[config.mk]
export PLATFORM = sky130hd
export DESIGN_NAME = fsf_fifo_status_flags
export DESIGN_NICKNAME = d
export VERILOG_FILES = /design/src/rtl/fsf_pkg.sv /design/src/rtl/fsf_fifo_status_flags.sv
export SDC_FILE = /design/constraint.sdc
export NUM_CORES = 1
export LEC_CHECK = 0
export BUFFER_PORTS_ARGS = -buffer_cell sky130_fd_sc_hd__buf_2
export CELL_PAD_IN_SITES_DETAIL_PLACEMENT = 1
export CELL_PAD_IN_SITES_GLOBAL_PLACEMENT = 2
export CORE_MARGIN = 8
export CORE_UTILIZATION = 38
export CTS_CLUSTER_SIZE = 30
export DETAILED_ROUTE_END_ITERATION = 10
export GPL_TIMING_DRIVEN = 0
export PLACE_DENSITY_LB_ADDON = 0.1
export SLEW_MARGIN = 20
export SYNTH_ARGS = -nofsm -noshare
export SYNTH_HDL_FRONTEND = slang
export SYNTH_SLANG_ARGS = --single-unit
[constraint.sdc]
create_clock -name i_clock -period 4.95 [get_ports i_clock]
set_clock_uncertainty 0.1 [all_clocks]
set_input_delay 1.485 -clock i_clock [delete_from_list [all_inputs] [get_ports i_clock]]
set_output_delay 1.485 -clock i_clock [all_outputs]
set_load 0.005 [all_outputs]
[src/rtl/fsf_pkg.sv]
package fsf_pkg;
    // ************************************************************
    // Geometry
    // ************************************************************
    localparam int ADDR_W = 4;
    localparam int DEPTH = 16;
    localparam int DATA_W = 8;
    localparam int CNT_W = ADDR_W + 1;

    // ************************************************************
    // Register map (word offsets in bytes)
    // ************************************************************
    localparam int RA_W = 4;
    localparam logic [RA_W-1:0] REG_CTRL = 4'h0;
    localparam logic [RA_W-1:0] REG_PFULL = 4'h4;
    localparam logic [RA_W-1:0] REG_PEMPTY = 4'h8;
    localparam logic [RA_W-1:0] REG_STATUS = 4'hc;
    localparam logic [RA_W-1:0] REG_EVENT = 4'h0 + 4'h0;

    // ************************************************************
    // Control bit positions
    // ************************************************************
    localparam int CTRL_ACK_POL = 0;
    localparam int CTRL_OVF_POL = 1;
    localparam int CTRL_PF_DUAL = 2;
    localparam int CTRL_PE_DUAL = 3;
    localparam int CTRL_ACK_EN = 4;
    localparam int CTRL_OVF_EN = 5;
    localparam int CTRL_FWFT = 6;
    localparam int CTRL_MASK_LSB = 8;
    localparam logic [31:0] CTRL_RESET = 32'h0000_0030;

    // Threshold fields: assert bits 4:0, negate bits 12:8
    localparam int THR_NEG_LSB = 8;
    localparam logic [CNT_W-1:0] PF_ASSERT_RESET = 5'h0e;
    localparam logic [CNT_W-1:0] PF_NEGATE_RESET = 5'h0d;
    localparam logic [CNT_W-1:0] PE_ASSERT_RESET = 5'h02;
    localparam logic [CNT_W-1:0] PE_NEGATE_RESET = 5'h03;

    // Event bits
    localparam int EV_W = 4;
    localparam int EV_ACK = 0;
    localparam int EV_OVF = 1;
    localparam int EV_PFULL = 2;
    localparam int EV_PEMPTY = 3;
    localparam int STATUS_EV_LSB = 16;
endpackage

[src/rtl/fsf_fifo_status_flags.sv]
`timescale 1ns/1ns
// Contract
// - Almost-full active when exactly one free word remains.
// - Almost-empty active when exactly one readable word remains.
// - Optional write acknowledge pulse for accepted writes, selectable polarity, default high.
// - Optional overflow pulse for rejected write, selectable polarity, default high.
// - Single-threshold programmable full uses assert value to raise and drop.
// - Dual-threshold programmable full uses separate assert and negate values.
// - Single-threshold programmable empty uses assert value to raise and drop.
// - Dual-threshold programmable empty uses separate assert and negate values.
// - Common-clock occupancy count, selectable width, most significant bits shown.
// - Write-side occupancy count; one clock here, same as common count.
// - Read-side occupancy count; one clock here, same as common count.
// - Fall-through mode counts the word held in the output stage.
module fsf_fifo_status_flags #(
    parameter int COUNT_W = fsf_pkg::CNT_W
) (
    input wire logic i_clock,
    input wire logic i_rst,
    input wire logic i_wr_en,
    input wire logic [fsf_pkg::DATA_W-1:0] i_wr_data,
    input wire logic i_rd_en,
    output logic [fsf_pkg::DATA_W-1:0] o_rd_data,
    output logic o_rd_valid,
    output logic o_full,
    output logic o_empty,
    output logic o_almost_full,
    output logic o_almost_empty,
    output logic o_wr_ack,
    output logic o_overflow,
    output logic o_prog_full,
    output logic o_prog_empty,
    output logic [COUNT_W-1:0] o_data_count,
    output logic [COUNT_W-1:0] o_wr_data_count,
    output logic [COUNT_W-1:0] o_rd_data_count,
    output logic o_irq,
    input wire logic [3:0] i_avs_address,
    input wire logic i_avs_read,
    input wire logic i_avs_write,
    input wire logic [31:0] i_avs_writedata,
    output logic [31:0] o_avs_readdata,
    output logic o_avs_waitrequest
);
    localparam int CW = fsf_pkg::CNT_W;
    localparam int AW = fsf_pkg::ADDR_W;

    // ************************************************************
    // Storage and pointers
    // ************************************************************
    logic [fsf_pkg::DATA_W-1:0] mem_q [fsf_pkg::DEPTH];
    logic [AW-1:0] wp_q, wp_d, rp_q, rp_d;
    logic [CW-1:0] cnt_q, cnt_d;
    logic [fsf_pkg::DATA_W-1:0] out_q, out_d;
    logic outv_q, outv_d;
    logic ack_q, ack_d, ovf_q, ovf_d;
    logic pf_q, pf_d, pe_q, pe_d;
    logic [31:0] ctrl_q, ctrl_d;
    logic [15:0] pfthr_q, pfthr_d, pethr_q, pethr_d;
    logic [fsf_pkg::EV_W-1:0] ev_q, ev_d;
    logic ack_done_q, ack_done_d;
    logic [31:0] rdata_q, rdata_d;

    logic fwft, mem_empty, mem_full, do_wr, do_rd, load_out, pop;
    logic [CW-1:0] occ, pf_as, pf_ng, pe_as, pe_ng;
    logic [fsf_pkg::EV_W-1:0] ev_set, ev_mask;

    assign fwft = ctrl_q[fsf_pkg::CTRL_FWFT];
    assign mem_empty = (cnt_q == '0);
    // Full counts the output stage too, so occupancy never passes the depth
    assign mem_full = (occ == CW'(fsf_pkg::DEPTH));
    assign do_wr = i_wr_en && !o_full;
    // Standard mode reads straight from memory; fall-through refills output stage
    assign load_out = fwft ? (!mem_empty && (!outv_q || i_rd_en)) : (i_rd_en && !mem_empty);
    assign pop = load_out;
    assign do_rd = pop;
    // Output stage word counted in fall-through
    assign occ = cnt_q + CW'(fwft && outv_q);
    assign pf_as = pfthr_q[CW-1:0];
    assign pf_ng = ctrl_q[fsf_pkg::CTRL_PF_DUAL] ? pfthr_q[fsf_pkg::THR_NEG_LSB +: CW] : pf_as;
    assign pe_as = pethr_q[CW-1:0];
    assign pe_ng = ctrl_q[fsf_pkg::CTRL_PE_DUAL] ? pethr_q[fsf_pkg::THR_NEG_LSB +: CW] : pe_as;
    assign ev_mask = ctrl_q[fsf_pkg::CTRL_MASK_LSB +: fsf_pkg::EV_W];

    // ************************************************************
    // Queue datapath and flags
    // ************************************************************
    always_comb begin
        wp_d = wp_q;
        rp_d = rp_q;
        cnt_d = cnt_q;
        out_d = out_q;
        outv_d = fwft ? (outv_q && !i_rd_en) : 1'b0;
        if (do_wr) begin
            wp_d = wp_q + AW'(1);
        end
        if (do_rd) begin
            rp_d = rp_q + AW'(1);
            out_d = mem_q[rp_q];
            outv_d = 1'b1;
        end
        cnt_d = cnt_q + CW'(do_wr) - CW'(do_rd);
        ack_d = do_wr;
        ovf_d = i_wr_en && o_full;
        pf_d = pf_q;
        pe_d = pe_q;
        if (occ >= pf_as) begin
            pf_d = 1'b1;
        end else if (occ < pf_ng) begin
            pf_d = 1'b0;
        end
        if (occ <= pe_as) begin
            pe_d = 1'b1;
        end else if (occ > pe_ng) begin
            pe_d = 1'b0;
        end
    end

    always_ff @(posedge i_clock) begin
        if (do_wr) begin
            mem_q[wp_q] <= i_wr_data;
        end
    end

    always_ff @(posedge i_clock or posedge i_rst) begin
        if (i_rst) begin
            wp_q <= '0;
            rp_q <= '0;
            cnt_q <= '0;
            out_q <= '0;
            outv_q <= 1'b0;
            ack_q <= 1'b0;
            ovf_q <= 1'b0;
            pf_q <= 1'b0;
            pe_q <= 1'b1;
        end else begin
            wp_q <= wp_d;
            rp_q <= rp_d;
            cnt_q <= cnt_d;
            out_q <= out_d;
            outv_q <= outv_d;
            ack_q <= ack_d;
            ovf_q <= ovf_d;
            pf_q <= pf_d;
            pe_q <= pe_d;
        end
    end

    // ************************************************************
    // Outputs
    // ************************************************************
    assign o_full = mem_full;
    assign o_empty = (occ == '0);
    assign o_rd_data = out_q;
    assign o_rd_valid = outv_q;
    assign o_almost_full = (occ == CW'(fsf_pkg::DEPTH - 1));
    assign o_almost_empty = (occ == CW'(1));
    // Disabled option drives the inactive level
    assign o_wr_ack = (ack_q && ctrl_q[fsf_pkg::CTRL_ACK_EN]) ^ ctrl_q[fsf_pkg::CTRL_ACK_POL];
    assign o_overflow = (ovf_q && ctrl_q[fsf_pkg::CTRL_OVF_EN]) ^ ctrl_q[fsf_pkg::CTRL_OVF_POL];
    assign o_prog_full = pf_q;
    assign o_prog_empty = pe_q;
    // Most significant bits of the count
    assign o_data_count = occ[CW-1 -: COUNT_W];
    assign o_wr_data_count = occ[CW-1 -: COUNT_W];
    assign o_rd_data_count = occ[CW-1 -: COUNT_W];

    // ************************************************************
    // Avalon-MM registers and interrupt
    // ************************************************************
    assign ev_set = {pe_d && !pe_q, pf_d && !pf_q, ovf_d, ack_d};
    assign o_irq = |(ev_q & ev_mask);
    assign o_avs_readdata = rdata_q;
    // One wait cycle: read data registered at the first edge, writes land at the second
    assign o_avs_waitrequest = (i_avs_read || i_avs_write) && !ack_done_q;

    always_comb begin
        ctrl_d = ctrl_q;
        pfthr_d = pfthr_q;
        pethr_d = pethr_q;
        rdata_d = rdata_q;
        ev_d = ev_q;
        ack_done_d = (i_avs_read || i_avs_write) && !ack_done_q;
        if (i_avs_write && ack_done_q) begin
            case (i_avs_address)
                fsf_pkg::REG_CTRL: ctrl_d = i_avs_writedata;
                fsf_pkg::REG_PFULL: pfthr_d = i_avs_writedata[15:0];
                fsf_pkg::REG_PEMPTY: pethr_d = i_avs_writedata[15:0];
                fsf_pkg::REG_STATUS: ev_d = ev_q & ~i_avs_writedata[fsf_pkg::STATUS_EV_LSB +: fsf_pkg::EV_W];
                default: ev_d = ev_q;
            endcase
        end
        if (i_avs_read && !ack_done_q) begin
            case (i_avs_address)
                fsf_pkg::REG_CTRL: rdata_d = ctrl_q;
                fsf_pkg::REG_PFULL: rdata_d = {16'h0000, pfthr_q};
                fsf_pkg::REG_PEMPTY: rdata_d = {16'h0000, pethr_q};
                fsf_pkg::REG_STATUS: rdata_d = {12'h000, ev_q, 2'h0, pe_q, pf_q, o_almost_empty,
                    o_almost_full, o_empty, o_full, 3'h0, occ};
                default: rdata_d = 32'h0000_0000;
            endcase
        end
        // Set wins over a simultaneous clear
        ev_d = ev_d | ev_set;
    end

    always_ff @(posedge i_clock or posedge i_rst) begin
        if (i_rst) begin
            ctrl_q <= fsf_pkg::CTRL_RESET;
            pfthr_q <= {3'h0, fsf_pkg::PF_NEGATE_RESET, 3'h0, fsf_pkg::PF_ASSERT_RESET};
            pethr_q <= {3'h0, fsf_pkg::PE_NEGATE_RESET, 3'h0, fsf_pkg::PE_ASSERT_RESET};
            rdata_q <= '0;
            ev_q <= '0;
            ack_done_q <= 1'b0;
        end else begin
            ctrl_q <= ctrl_d;
            pfthr_q <= pfthr_d;
            pethr_q <= pethr_d;
            rdata_q <= rdata_d;
            ev_q <= ev_d;
            ack_done_q <= ack_done_d;
        end
    end
endmodule

==> impl_metrics.toml, run 1 <==
[grt]
grt_max_degree = 85
grt_pass1_vias = 7740
overflow = 0
track_usage_pct = 17.2
antenna_found_initial = 0
grt_pass1_wl_microns = 46700

[power_and_ir_drop]
peakVddDrop_uv = 335
leakage_nw = 5.43
p_per_area_nw_per_um2 = 538

[cts]
cts_setup_buffers = 0
cts_buffers = 28
path_clk_slew_ns = 0.06
tritoncts = "yes"
cts_resized = 0
cts.sinks = 255
clock_latency_ns = 0.56
cts-root-buf = "clkbuf_16"
ctsHoldBuffers = 0
htreeDepth = 1
clockBufferDepth = 3

[worst_setup_path]
critPathLaunchType = "register"
critPathKind = "register to primary output"
worst-path-max-fanout = 12
crit_required_ns = 3.37
arrival_ns = 3.18
cp-end-kind = "primary output"
r2r_cells = 17

[min_path]
min_path_type = "register to register"
whs_path_depth = 2

[layout]
diodes = 0
multi_input_area_sq_um = 3620
drive_gt1_share_pct = 33.3
nets = 965
regArea_sq_um = 7040
fillers = 2878
fin_cells = 1291
stdcell_area_sq_um = 13100
area_growth_pct = 18.5

[floorplan]
io_pins = 116
die_h_microns = 186
initial_core_util_pct = 38.5
fp.dieW_microns = 186
core_area_sq_um = 28600
rows = 62
dieArea_sq_um = 34700

[drt]
antenna_left = 0
wl_per_cell_microns = 23.2
drtIter0Drc = 399
drt_pass1_iterations = 4
via_count = 6751
drc = 0
via_per_inst = 5.23
routed_wl_microns = 29900

[synth]
syn_nets = 819
netlist_area_sq_um = 11000
synth_area_leaders = "edfxtp_1 (35%), dfrtp_1 (26%), mux4_2 (6.5%)"
syn_inst = 739
yosysWarnings = 0
synth-edff-count = 128
synth_cell_types = 54
synth_top_area_share_pct = 34.8
syn_avg_cell_area_sq_um = 14.9
async_flop_share_pct = 49.8
ys_ff_latch = 255
ys_seq_area_share_pct = 63.8
yosys.area.top_type = "edfxtp_1"
synth_ff_type = "edfxtp_1"

[timing]
final-setup-viol-count = 0
fin_crit_sh_pct = 96.3
rsz0062_at_grt = "false"
post-route-min-period_ns = 4.76
fin_ws_ns = 0.185
fmax_ghz = 0.210
fin_setup_tns_ns = 0
slew_headroom_pct = 46.1
worst_slew_pin_slew_ns = 0.804
final-hold-violation-count = 0
slew_viol_final = 0

[flow_run]
cap_violations = 0

[run_status]
outcome = "finished clean"

[placement]
gp_congestion = 0.803
post-place-cells = 1239
hpwl_microns = 21200
port_buffers = 115
post_dp_cell_area_sq_um = 12100
pre_cts_ws_ns = 0.735
[area by class of cell]
type / count / share of cell area (%)
Tap cell: 384 / 3.67
Timing Repair Buffer: 116 / 4.61
Clock buffer: 41 / 6.20
Sequential cell: 255 / 53.8
Clock inverter: 11 / 1.06
Inverter: 22 / 0.689
Buffer: 48 / 2.29
Multi-Input combinational cell: 414 / 27.7
[stage by stage]
stage               power [mW]  utilization, %  hold slack, ns
floorplan                 4.23               -           0.358
global placement          4.94            42.2           0.343
detailed placement        5.03            42.4           0.350
CTS                       7.16            45.7           0.364
global route              7.44            45.7           0.398
finish                    7.04            45.7           0.357
[Yosys cell counts, types with 14 or more instances]
cell      number
and3_1        19
buf_2         14
buf_4         17
dfrtp_1      115
edfxtp_1     128
ha_1          29
inv_1         21
mux2_2        54
mux2i_1       26
mux4_2        32
nand2_1       81
nand3_1       16
nor2_1        25
o21ai_0       17
[sequential cells by signal (all words and copies together) (netlist names)]
name,cells
o_prog_empty,1
ovf_q,1
ack_done_q,1
ack_q,1
ctrl_q,32
ev_q,4
o_rd_valid,1
mem_q,128
pethr_q,16
wp_q,4
o_prog_full,1
o_rd_data,8
cnt_q,5
pfthr_q,16
o_avs_readdata,32
rp_q,4
[where the power goes]
part,internal [mW],leakage [nW],total (mW),switching [mW]
Combinational,0.955,2.25,2.07,1.12
Clock,1.25,0.451,2.10,0.849
Sequential,2.62,2.73,2.87,0.250
[routing by layer]
layer	wire (microns)	GRT usage [%]	part of all wire, %	vias up
met5	0	0	0	-
met4	847	5.63	2.8	0
met3	1120	2.78	3.7	55
met2	15400	30.6	51	148
met1	12600	21.0	42	3496
li1	-	-	-	3052
[critical path: stages, from the launching register on]
cell and delay (ns):
dfrtp_1 0.41, nand2_1 0.19, inv_1 0.08, ha_1 0.20, ha_1 0.48, or3_1 0.47, nor3_1 0.57, buf_2 0.24
[kinds of logic after synthesis]
family          count (synthesis)  share of synthesized area, %
mux                           116                          14.8
buf+inv                        70                          3.46
simple gates                  169                          7.53
xor+xnor                       17                          1.49
flops                         255                          63.8
compound gates                 82                          5.48
fa+ha+maj                      30                          3.47
[layout by cell type, fill, tap and decap left out, types with 3 or more instances in the layout]
cell	netlist	routed
inv_1	21	20
ha_1	29	29
nand2_1	81	81
o221ai_1	9	9
dfrtp_1	115	115
clkbuf_1	11	19
nand3_1	16	16
mux4_2	32	32
a221oi_1	8	8
mux2_2	54	54
mux2i_1	26	26
a21o_1	4	4
nand4_1	3	3
nor2b_1	7	7
buf_6	5	5
buf_2	14	129
xor2_1	3	3
o21ai_0	17	17
clkbuf_16	0	29
clkinvlp_4	0	3
a222oi_1	12	12
edfxtp_1	128	128
a21oi_1	7	7
nor2_1	25	25
xnor2_1	12	12
dfstp_2	12	12
mux2_1	4	4
clkbuf_8	0	4
nand2b_1	3	3
and3_1	19	19
a31oi_1	9	9
buf_4	17	17
and2_1	3	3
[worst paths after layout]
check / end / slack (ns) / start
setup / recovery: o_full / 0.19 / ctrl_q[6]$_DFFE_PP0P_
hold / removal: o_avs_readdata[23]$_DFFE_PP0P_ / 0.36 / o_avs_readdata[23]$_DFFE_PP0P_
setup reg to reg: cnt_q[4]$_DFF_PP0_ / 1.13 / ctrl_q[6]$_DFFE_PP0P_
hold reg to reg: o_avs_readdata[23]$_DFFE_PP0P_ / 0.36 / o_avs_readdata[23]$_DFFE_PP0P_
max in group asynchronous: ctrl_q[4]$_DFFE_PP1P_ / 3.14 / i_rst
min in group asynchronous: o_rd_data[1]$_DFFE_PP0P_ / 0.82 / i_rst
Note: power is estimated with default switching activity, not from simulation.
==> inputs of run 2 (changes only) <==
Settings changed: CORE_UTILIZATION 38 to 40, CTS_BUF_LIST from default to sky130_fd_sc_hd__clkbuf_4 sky130_fd_sc_hd__clkbuf_8.
==> run 2 against run 1 <==
Routed wire length fell by 1.1%. Clock power fell by 12%. Critical path type unchanged. Design area fell by 1.2%. Via count rose by 1.7%. Critical endpoint unchanged. Die area fell by 4.6%. Register-to-register slack improved by 0.04 ns. Global-route usage rose by 0.75 points. Non-clock buffer count did not move. Critical path depth did not move. Clock-buffer cell count rose by 26. Utilization rose by 1.3 points.
==> impl_metrics.toml, run 2 (synthesis results as in run 1) <==
[cts]
cts_buffers = 44
cts_resized = 0
clockBufferDepth = 3
ctsHoldBuffers = 0
htreeDepth = 2
cts-root-buf = "clkbuf_8"
tritoncts = "yes"
clock_latency_ns = 0.54
cts_setup_buffers = 0
path_clk_slew_ns = 0.06
cts.sinks = 255

[worst_setup_path]
worst-path-max-fanout = 12
cp-end-kind = "primary output"
critPathLaunchType = "register"
critPathKind = "register to primary output"
crit_chain = "nand2_1, inv_1, ha_1, ha_1, or3_1, nor3_1, buf_2"
cp_common_cell = "ha_1"
path_buf_inv = 2
slowest_stage = "ha_1"
path_delay_family = "simple AND/OR/NAND/NOR gates"
crit_required_ns = 3.37
worst_path_largest_cell_delay_ns = 0.51
arrival_ns = 3.04

[timing]
final-hold-violation-count = 0
fin_setup_tns_ns = 0
fin_ws_ns = 0.329
final-setup-viol-count = 0
rsz0062_at_grt = "false"
slew_viol_final = 0
worst_slew_pin_slew_ns = 0.741
post-route-min-period_ns = 4.62
slew_headroom_pct = 50.3
fmax_ghz = 0.216
fin_crit_sh_pct = 93.4

[drt]
drc = 0
via_count = 6867
drtIter0Drc = 449
drt_pass1_iterations = 7
wl_met2_microns = 14800
met1Wirelength_microns = 12300
top_layer = "met4"
wl_met3_microns = 1450
antenna_left = 0
wl_per_cell_microns = 23.2
via_per_inst = 5.38
routed_wl_microns = 29600

[floorplan]
io_pins = 116
initial_core_util_pct = 40.2
dieArea_sq_um = 33200
fp.dieW_microns = 182
core_area_sq_um = 27500
rows = 61
die_h_microns = 182

[placement]
hpwl_microns = 20900
gp_congestion = 0.764
port_buffers = 115
pre_cts_ws_ns = 0.749
post-place-cells = 1201

[power_and_ir_drop]
p_total_mw = 6.78
leakage_nw = 5.43
p_per_area_nw_per_um2 = 525
peakVddDrop_uv = 239

[layout]
final_util_pct = 47.0
diodes = 0
final_common_cell = "buf_2"
largest_register_ffs = 128
layout_common_cells = "buf_2 (129), edfxtp_1 (128), dfrtp_1 (115)"
nets = 981
drive_gt1_share_pct = 35.6
fin_cells = 1277
top_register = "mem_q"
area_growth_pct = 17.1

[grt]
antenna_found_initial = 0
track_usage_pct = 18.0
grt_max_degree = 70
grt_pass1_wl_microns = 45400
overflow = 0
grt_pass1_vias = 7618

[flow_run]
cap_violations = 0

[run_status]
outcome = "finished clean"

[min_path]
min_path_type = "register to register"
[run 2: tightest hold or removal path: cells and delay by family, from the launching register on]
kind	cells	cell delay (ns)
flops	1	0.34
simple gates	2	0.10
[run 2: through the flow]
stage | instance area, sq um | hold WS, ns
3_5_place_dp | 12100 | 0.359
6_report | 12900 | 0.364
3_3_place_gp | 12000 | 0.346
2_1_floorplan | 11000 | 0.358
4_1_cts | 12900 | 0.372
5_1_grt | 12900 | 0.394
[run 2: area by class of cell]
class | count | area (sq um)
plain buffers | 48 | 299
clock buffers | 67 | 797
clock inverters | 9 | 45.0
fillers | 2794 | 14600
inverters | 22 | 90.1
multi-input cells | 414 | 3620
flip-flops and latches | 255 | 7040
well taps | 346 | 433
repair buffers | 116 | 603
[run 2: power breakdown]
| group | switching, mW | internal (mW) |
|---|---|---|
| clock | 0.822 | 1.02 |
| sequential | 0.248 | 2.62 |
| combinational | 1.11 | 0.955 |
[run 2: worst paths after layout]
kind	to	depth (start not counted)	slack (ns)	startpoint
min in group asynchronous	o_rd_data[3]$_DFFE_PP0P_	2	0.86	i_rst
worst max register to register	cnt_q[4]$_DFF_PP0_	17	1.17	ctrl_q[6]$_DFFE_PP0P_
max in group asynchronous	o_prog_empty$_DFF_PP1_	3	3.15	i_rst
worst min-delay path	o_avs_readdata[21]$_DFFE_PP0P_	2	0.36	o_avs_readdata[21]$_DFFE_PP0P_
worst max-delay path	o_full	7	0.33	ctrl_q[6]$_DFFE_PP0P_
worst min register to register	o_avs_readdata[21]$_DFFE_PP0P_	2	0.36	o_avs_readdata[21]$_DFFE_PP0P_
[run 2: metal layers]
layer	vias to the layer above	track usage, %
met2	191	30.8
li1	3098	-
met1	3516	21.7
met3	62	3.76
met5	-	0
met4	0	7.81
==> inputs of run 3 (changes only) <==
Settings changed: CORE_UTILIZATION 40 to 47.
Clock period 4.95 ns to 6 ns, I/O delays scaled along.
==> run 3 against run 2 <==
Flip-flop and latch count unchanged. Final cell count down 1.5%. Non-clock buffer count unchanged. Critical path depth unchanged. Combinational power down 17%. Global-route usage up 2.8 points. Worst setup slack better by 0.75 ns. Sequential power down 17%. First-iteration DRC count down 4.7%. Design area up 0.78%. Routed wire length down 1.2%. Critical path type unchanged. Largest power group unchanged.
==> impl_metrics.toml, run 3 (synthesis results as in run 1) <==
[worst_setup_path]
arrival_ns = 3.02
worst_path_largest_cell_delay_ns = 0.52
cp-end-kind = "primary output"
worst-path-max-fanout = 12
r2r_cells = 17
cp_common_cell = "ha_1"
r2r-start = "ctrl_q[6]$_DFFE_PP0P_"
reg2reg_to = "cnt_q[4]$_DFF_PP0_"
crit_required_ns = 4.10
critPathLaunchType = "register"
slowest_stage = "nor3_1"
path_buf_inv = 2
crit_chain = "nand2_1, inv_1, ha_1, ha_1, or3_1, nor3_1, buf_2"
critPathKind = "register to primary output"
path_delay_family = "simple AND/OR/NAND/NOR gates"
rrSetupSlack_ns = 2.29

[placement]
port_buffers = 115
hpwl_microns = 20800
post-place-cells = 1174
gp_congestion = 0.867
pre_cts_ws_ns = 1.54
post_dp_cell_area_sq_um = 12000

[cts]
ctsHoldBuffers = 0
htreeDepth = 2
cts_resized = 0
cts_buffers = 45
tritoncts = "yes"
cts.sinks = 255
cts-root-buf = "clkbuf_8"
cts_setup_buffers = 0
path_clk_slew_ns = 0.06
clockBufferDepth = 3
clock_latency_ns = 0.57

[timing]
rsz0062_at_grt = "false"
slew_viol_final = 0
final-hold-violation-count = 0
fmax_ghz = 0.203
fin_ws_ns = 1.08
post-route-min-period_ns = 4.92
final-setup-viol-count = 0
fin_crit_sh_pct = 82.0
slew_headroom_pct = 47.1
worst_slew_pin_slew_ns = 0.789

[grt]
grt_max_degree = 79
use_met2_pct = 37.1
top_usage_layer = "met2"
grt_pass1_vias = 7825
grt_pass1_wl_microns = 45500
grtUsageMet1_pct = 24.2
antenna_found_initial = 1
overflow = 0
track_usage_pct = 20.7
met3_usage_pct = 4.26

[min_path]
min_path_type = "register to register"
whs_path_depth = 2
hold_end = "o_avs_readdata[26]$_DFFE_PP0P_"
hp-start = "o_avs_readdata[26]$_DFFE_PP0P_"

[layout]
fin_cells = 1258
top_register = "mem_q"
area_growth_pct = 18.1
nets = 982
drive_gt1_share_pct = 35.5
final_common_cell = "buf_2"
largest_register_ffs = 128
final_util_pct = 56.0
stdcell_area_sq_um = 13000
layout_common_cells = "buf_2 (129), edfxtp_1 (128), dfrtp_1 (115)"

[floorplan]
io_pins = 116
initial_core_util_pct = 47.4
die_h_microns = 169
dieArea_sq_um = 28600
rows = 56
core_area_sq_um = 23300
fp.dieW_microns = 169

[drt]
drc = 0
drtIter0Drc = 428
via_count = 6937
routed_wl_microns = 29200
wl_per_cell_microns = 23.2
via_per_inst = 5.51
drt_pass1_iterations = 7
antenna_left = 0

[run_status]
outcome = "finished clean"

[power_and_ir_drop]
leakage_nw = 5.49
p_per_area_nw_per_um2 = 444
peakVddDrop_uv = 238

[flow_run]
cap_violations = 0
==> run 3: worst max-delay path by stage <==
stage                                      from                    to  slack, ns  cells after the start
after floorplan                           i_rst  ack_done_q$_DFF_PP0_       0.74                      1
after global placement                    i_rst   wp_q[0]$_DFFE_PP0P_      -0.66                      2
after detailed placement  ctrl_q[6]$_DFFE_PP0P_                o_full       1.54                      7
after CTS                 ctrl_q[6]$_DFFE_PP0P_                o_full       0.95                      7
after global routing      ctrl_q[6]$_DFFE_PP0P_                o_full       0.87                      7
final                     ctrl_q[6]$_DFFE_PP0P_                o_full       1.08                      7
==> run 3: where the power goes <==
group	switching [mW]	total, mW	internal [mW]	leakage (nW)
sequential	0.208	2.37	2.16	2.73
clock	0.726	1.70	0.976	0.513
combinational	0.923	1.71	0.790	2.25
total	1.86	5.78	3.93	5.49
==> run 3: cell type report <==
cell class / instances / area (sq um)
buffer: 48 / 299
clock inverter: 22 / 206
antenna: 1 / 2.50
fill: 2320 / 10200
clock buffer: 61 / 771
multi-input combinational: 414 / 3620
tap: 319 / 399
sequential: 255 / 7040
timing repair buffer: 116 / 603
inverter: 22 / 87.6
==> run 3: worst reg2reg max path, cell delays in order, from the launching register on <==
cell and delay, ns:
dfrtp_1 0.41, nand2_1 0.10, inv_1 0.08, ha_1 0.21, ha_1 0.26, xor2_2 0.48
or3_1 0.22, o31a_4 0.18, buf_6 0.18, inv_1 0.06, ha_1 0.27, inv_1 0.04
ha_1 0.20, fa_1 0.41, a21oi_1 0.16, nor2_1 0.06, nor2_1 0.12, xnor2_1 0.13
==> run 3: stage by stage <==
step                      power [mW]  hold slack [ns]  setup TNS, ns
after floorplan                 3.49            0.358              0
after global routing            6.11            0.396              0
after global placement          4.03            0.348         -73.30
after detailed placement        4.14            0.355              0
final                           5.78            0.363              0
after CTS                       5.86            0.369              0
==> run 3: metal layers <==
metal	wire, microns	part of all wire [%]	vias up
li1	-	-	3089
met1	11600	40	3587
met2	15200	52	193
met3	1440	4.9	68
met4	976	3.3	0
met5	0	0	-
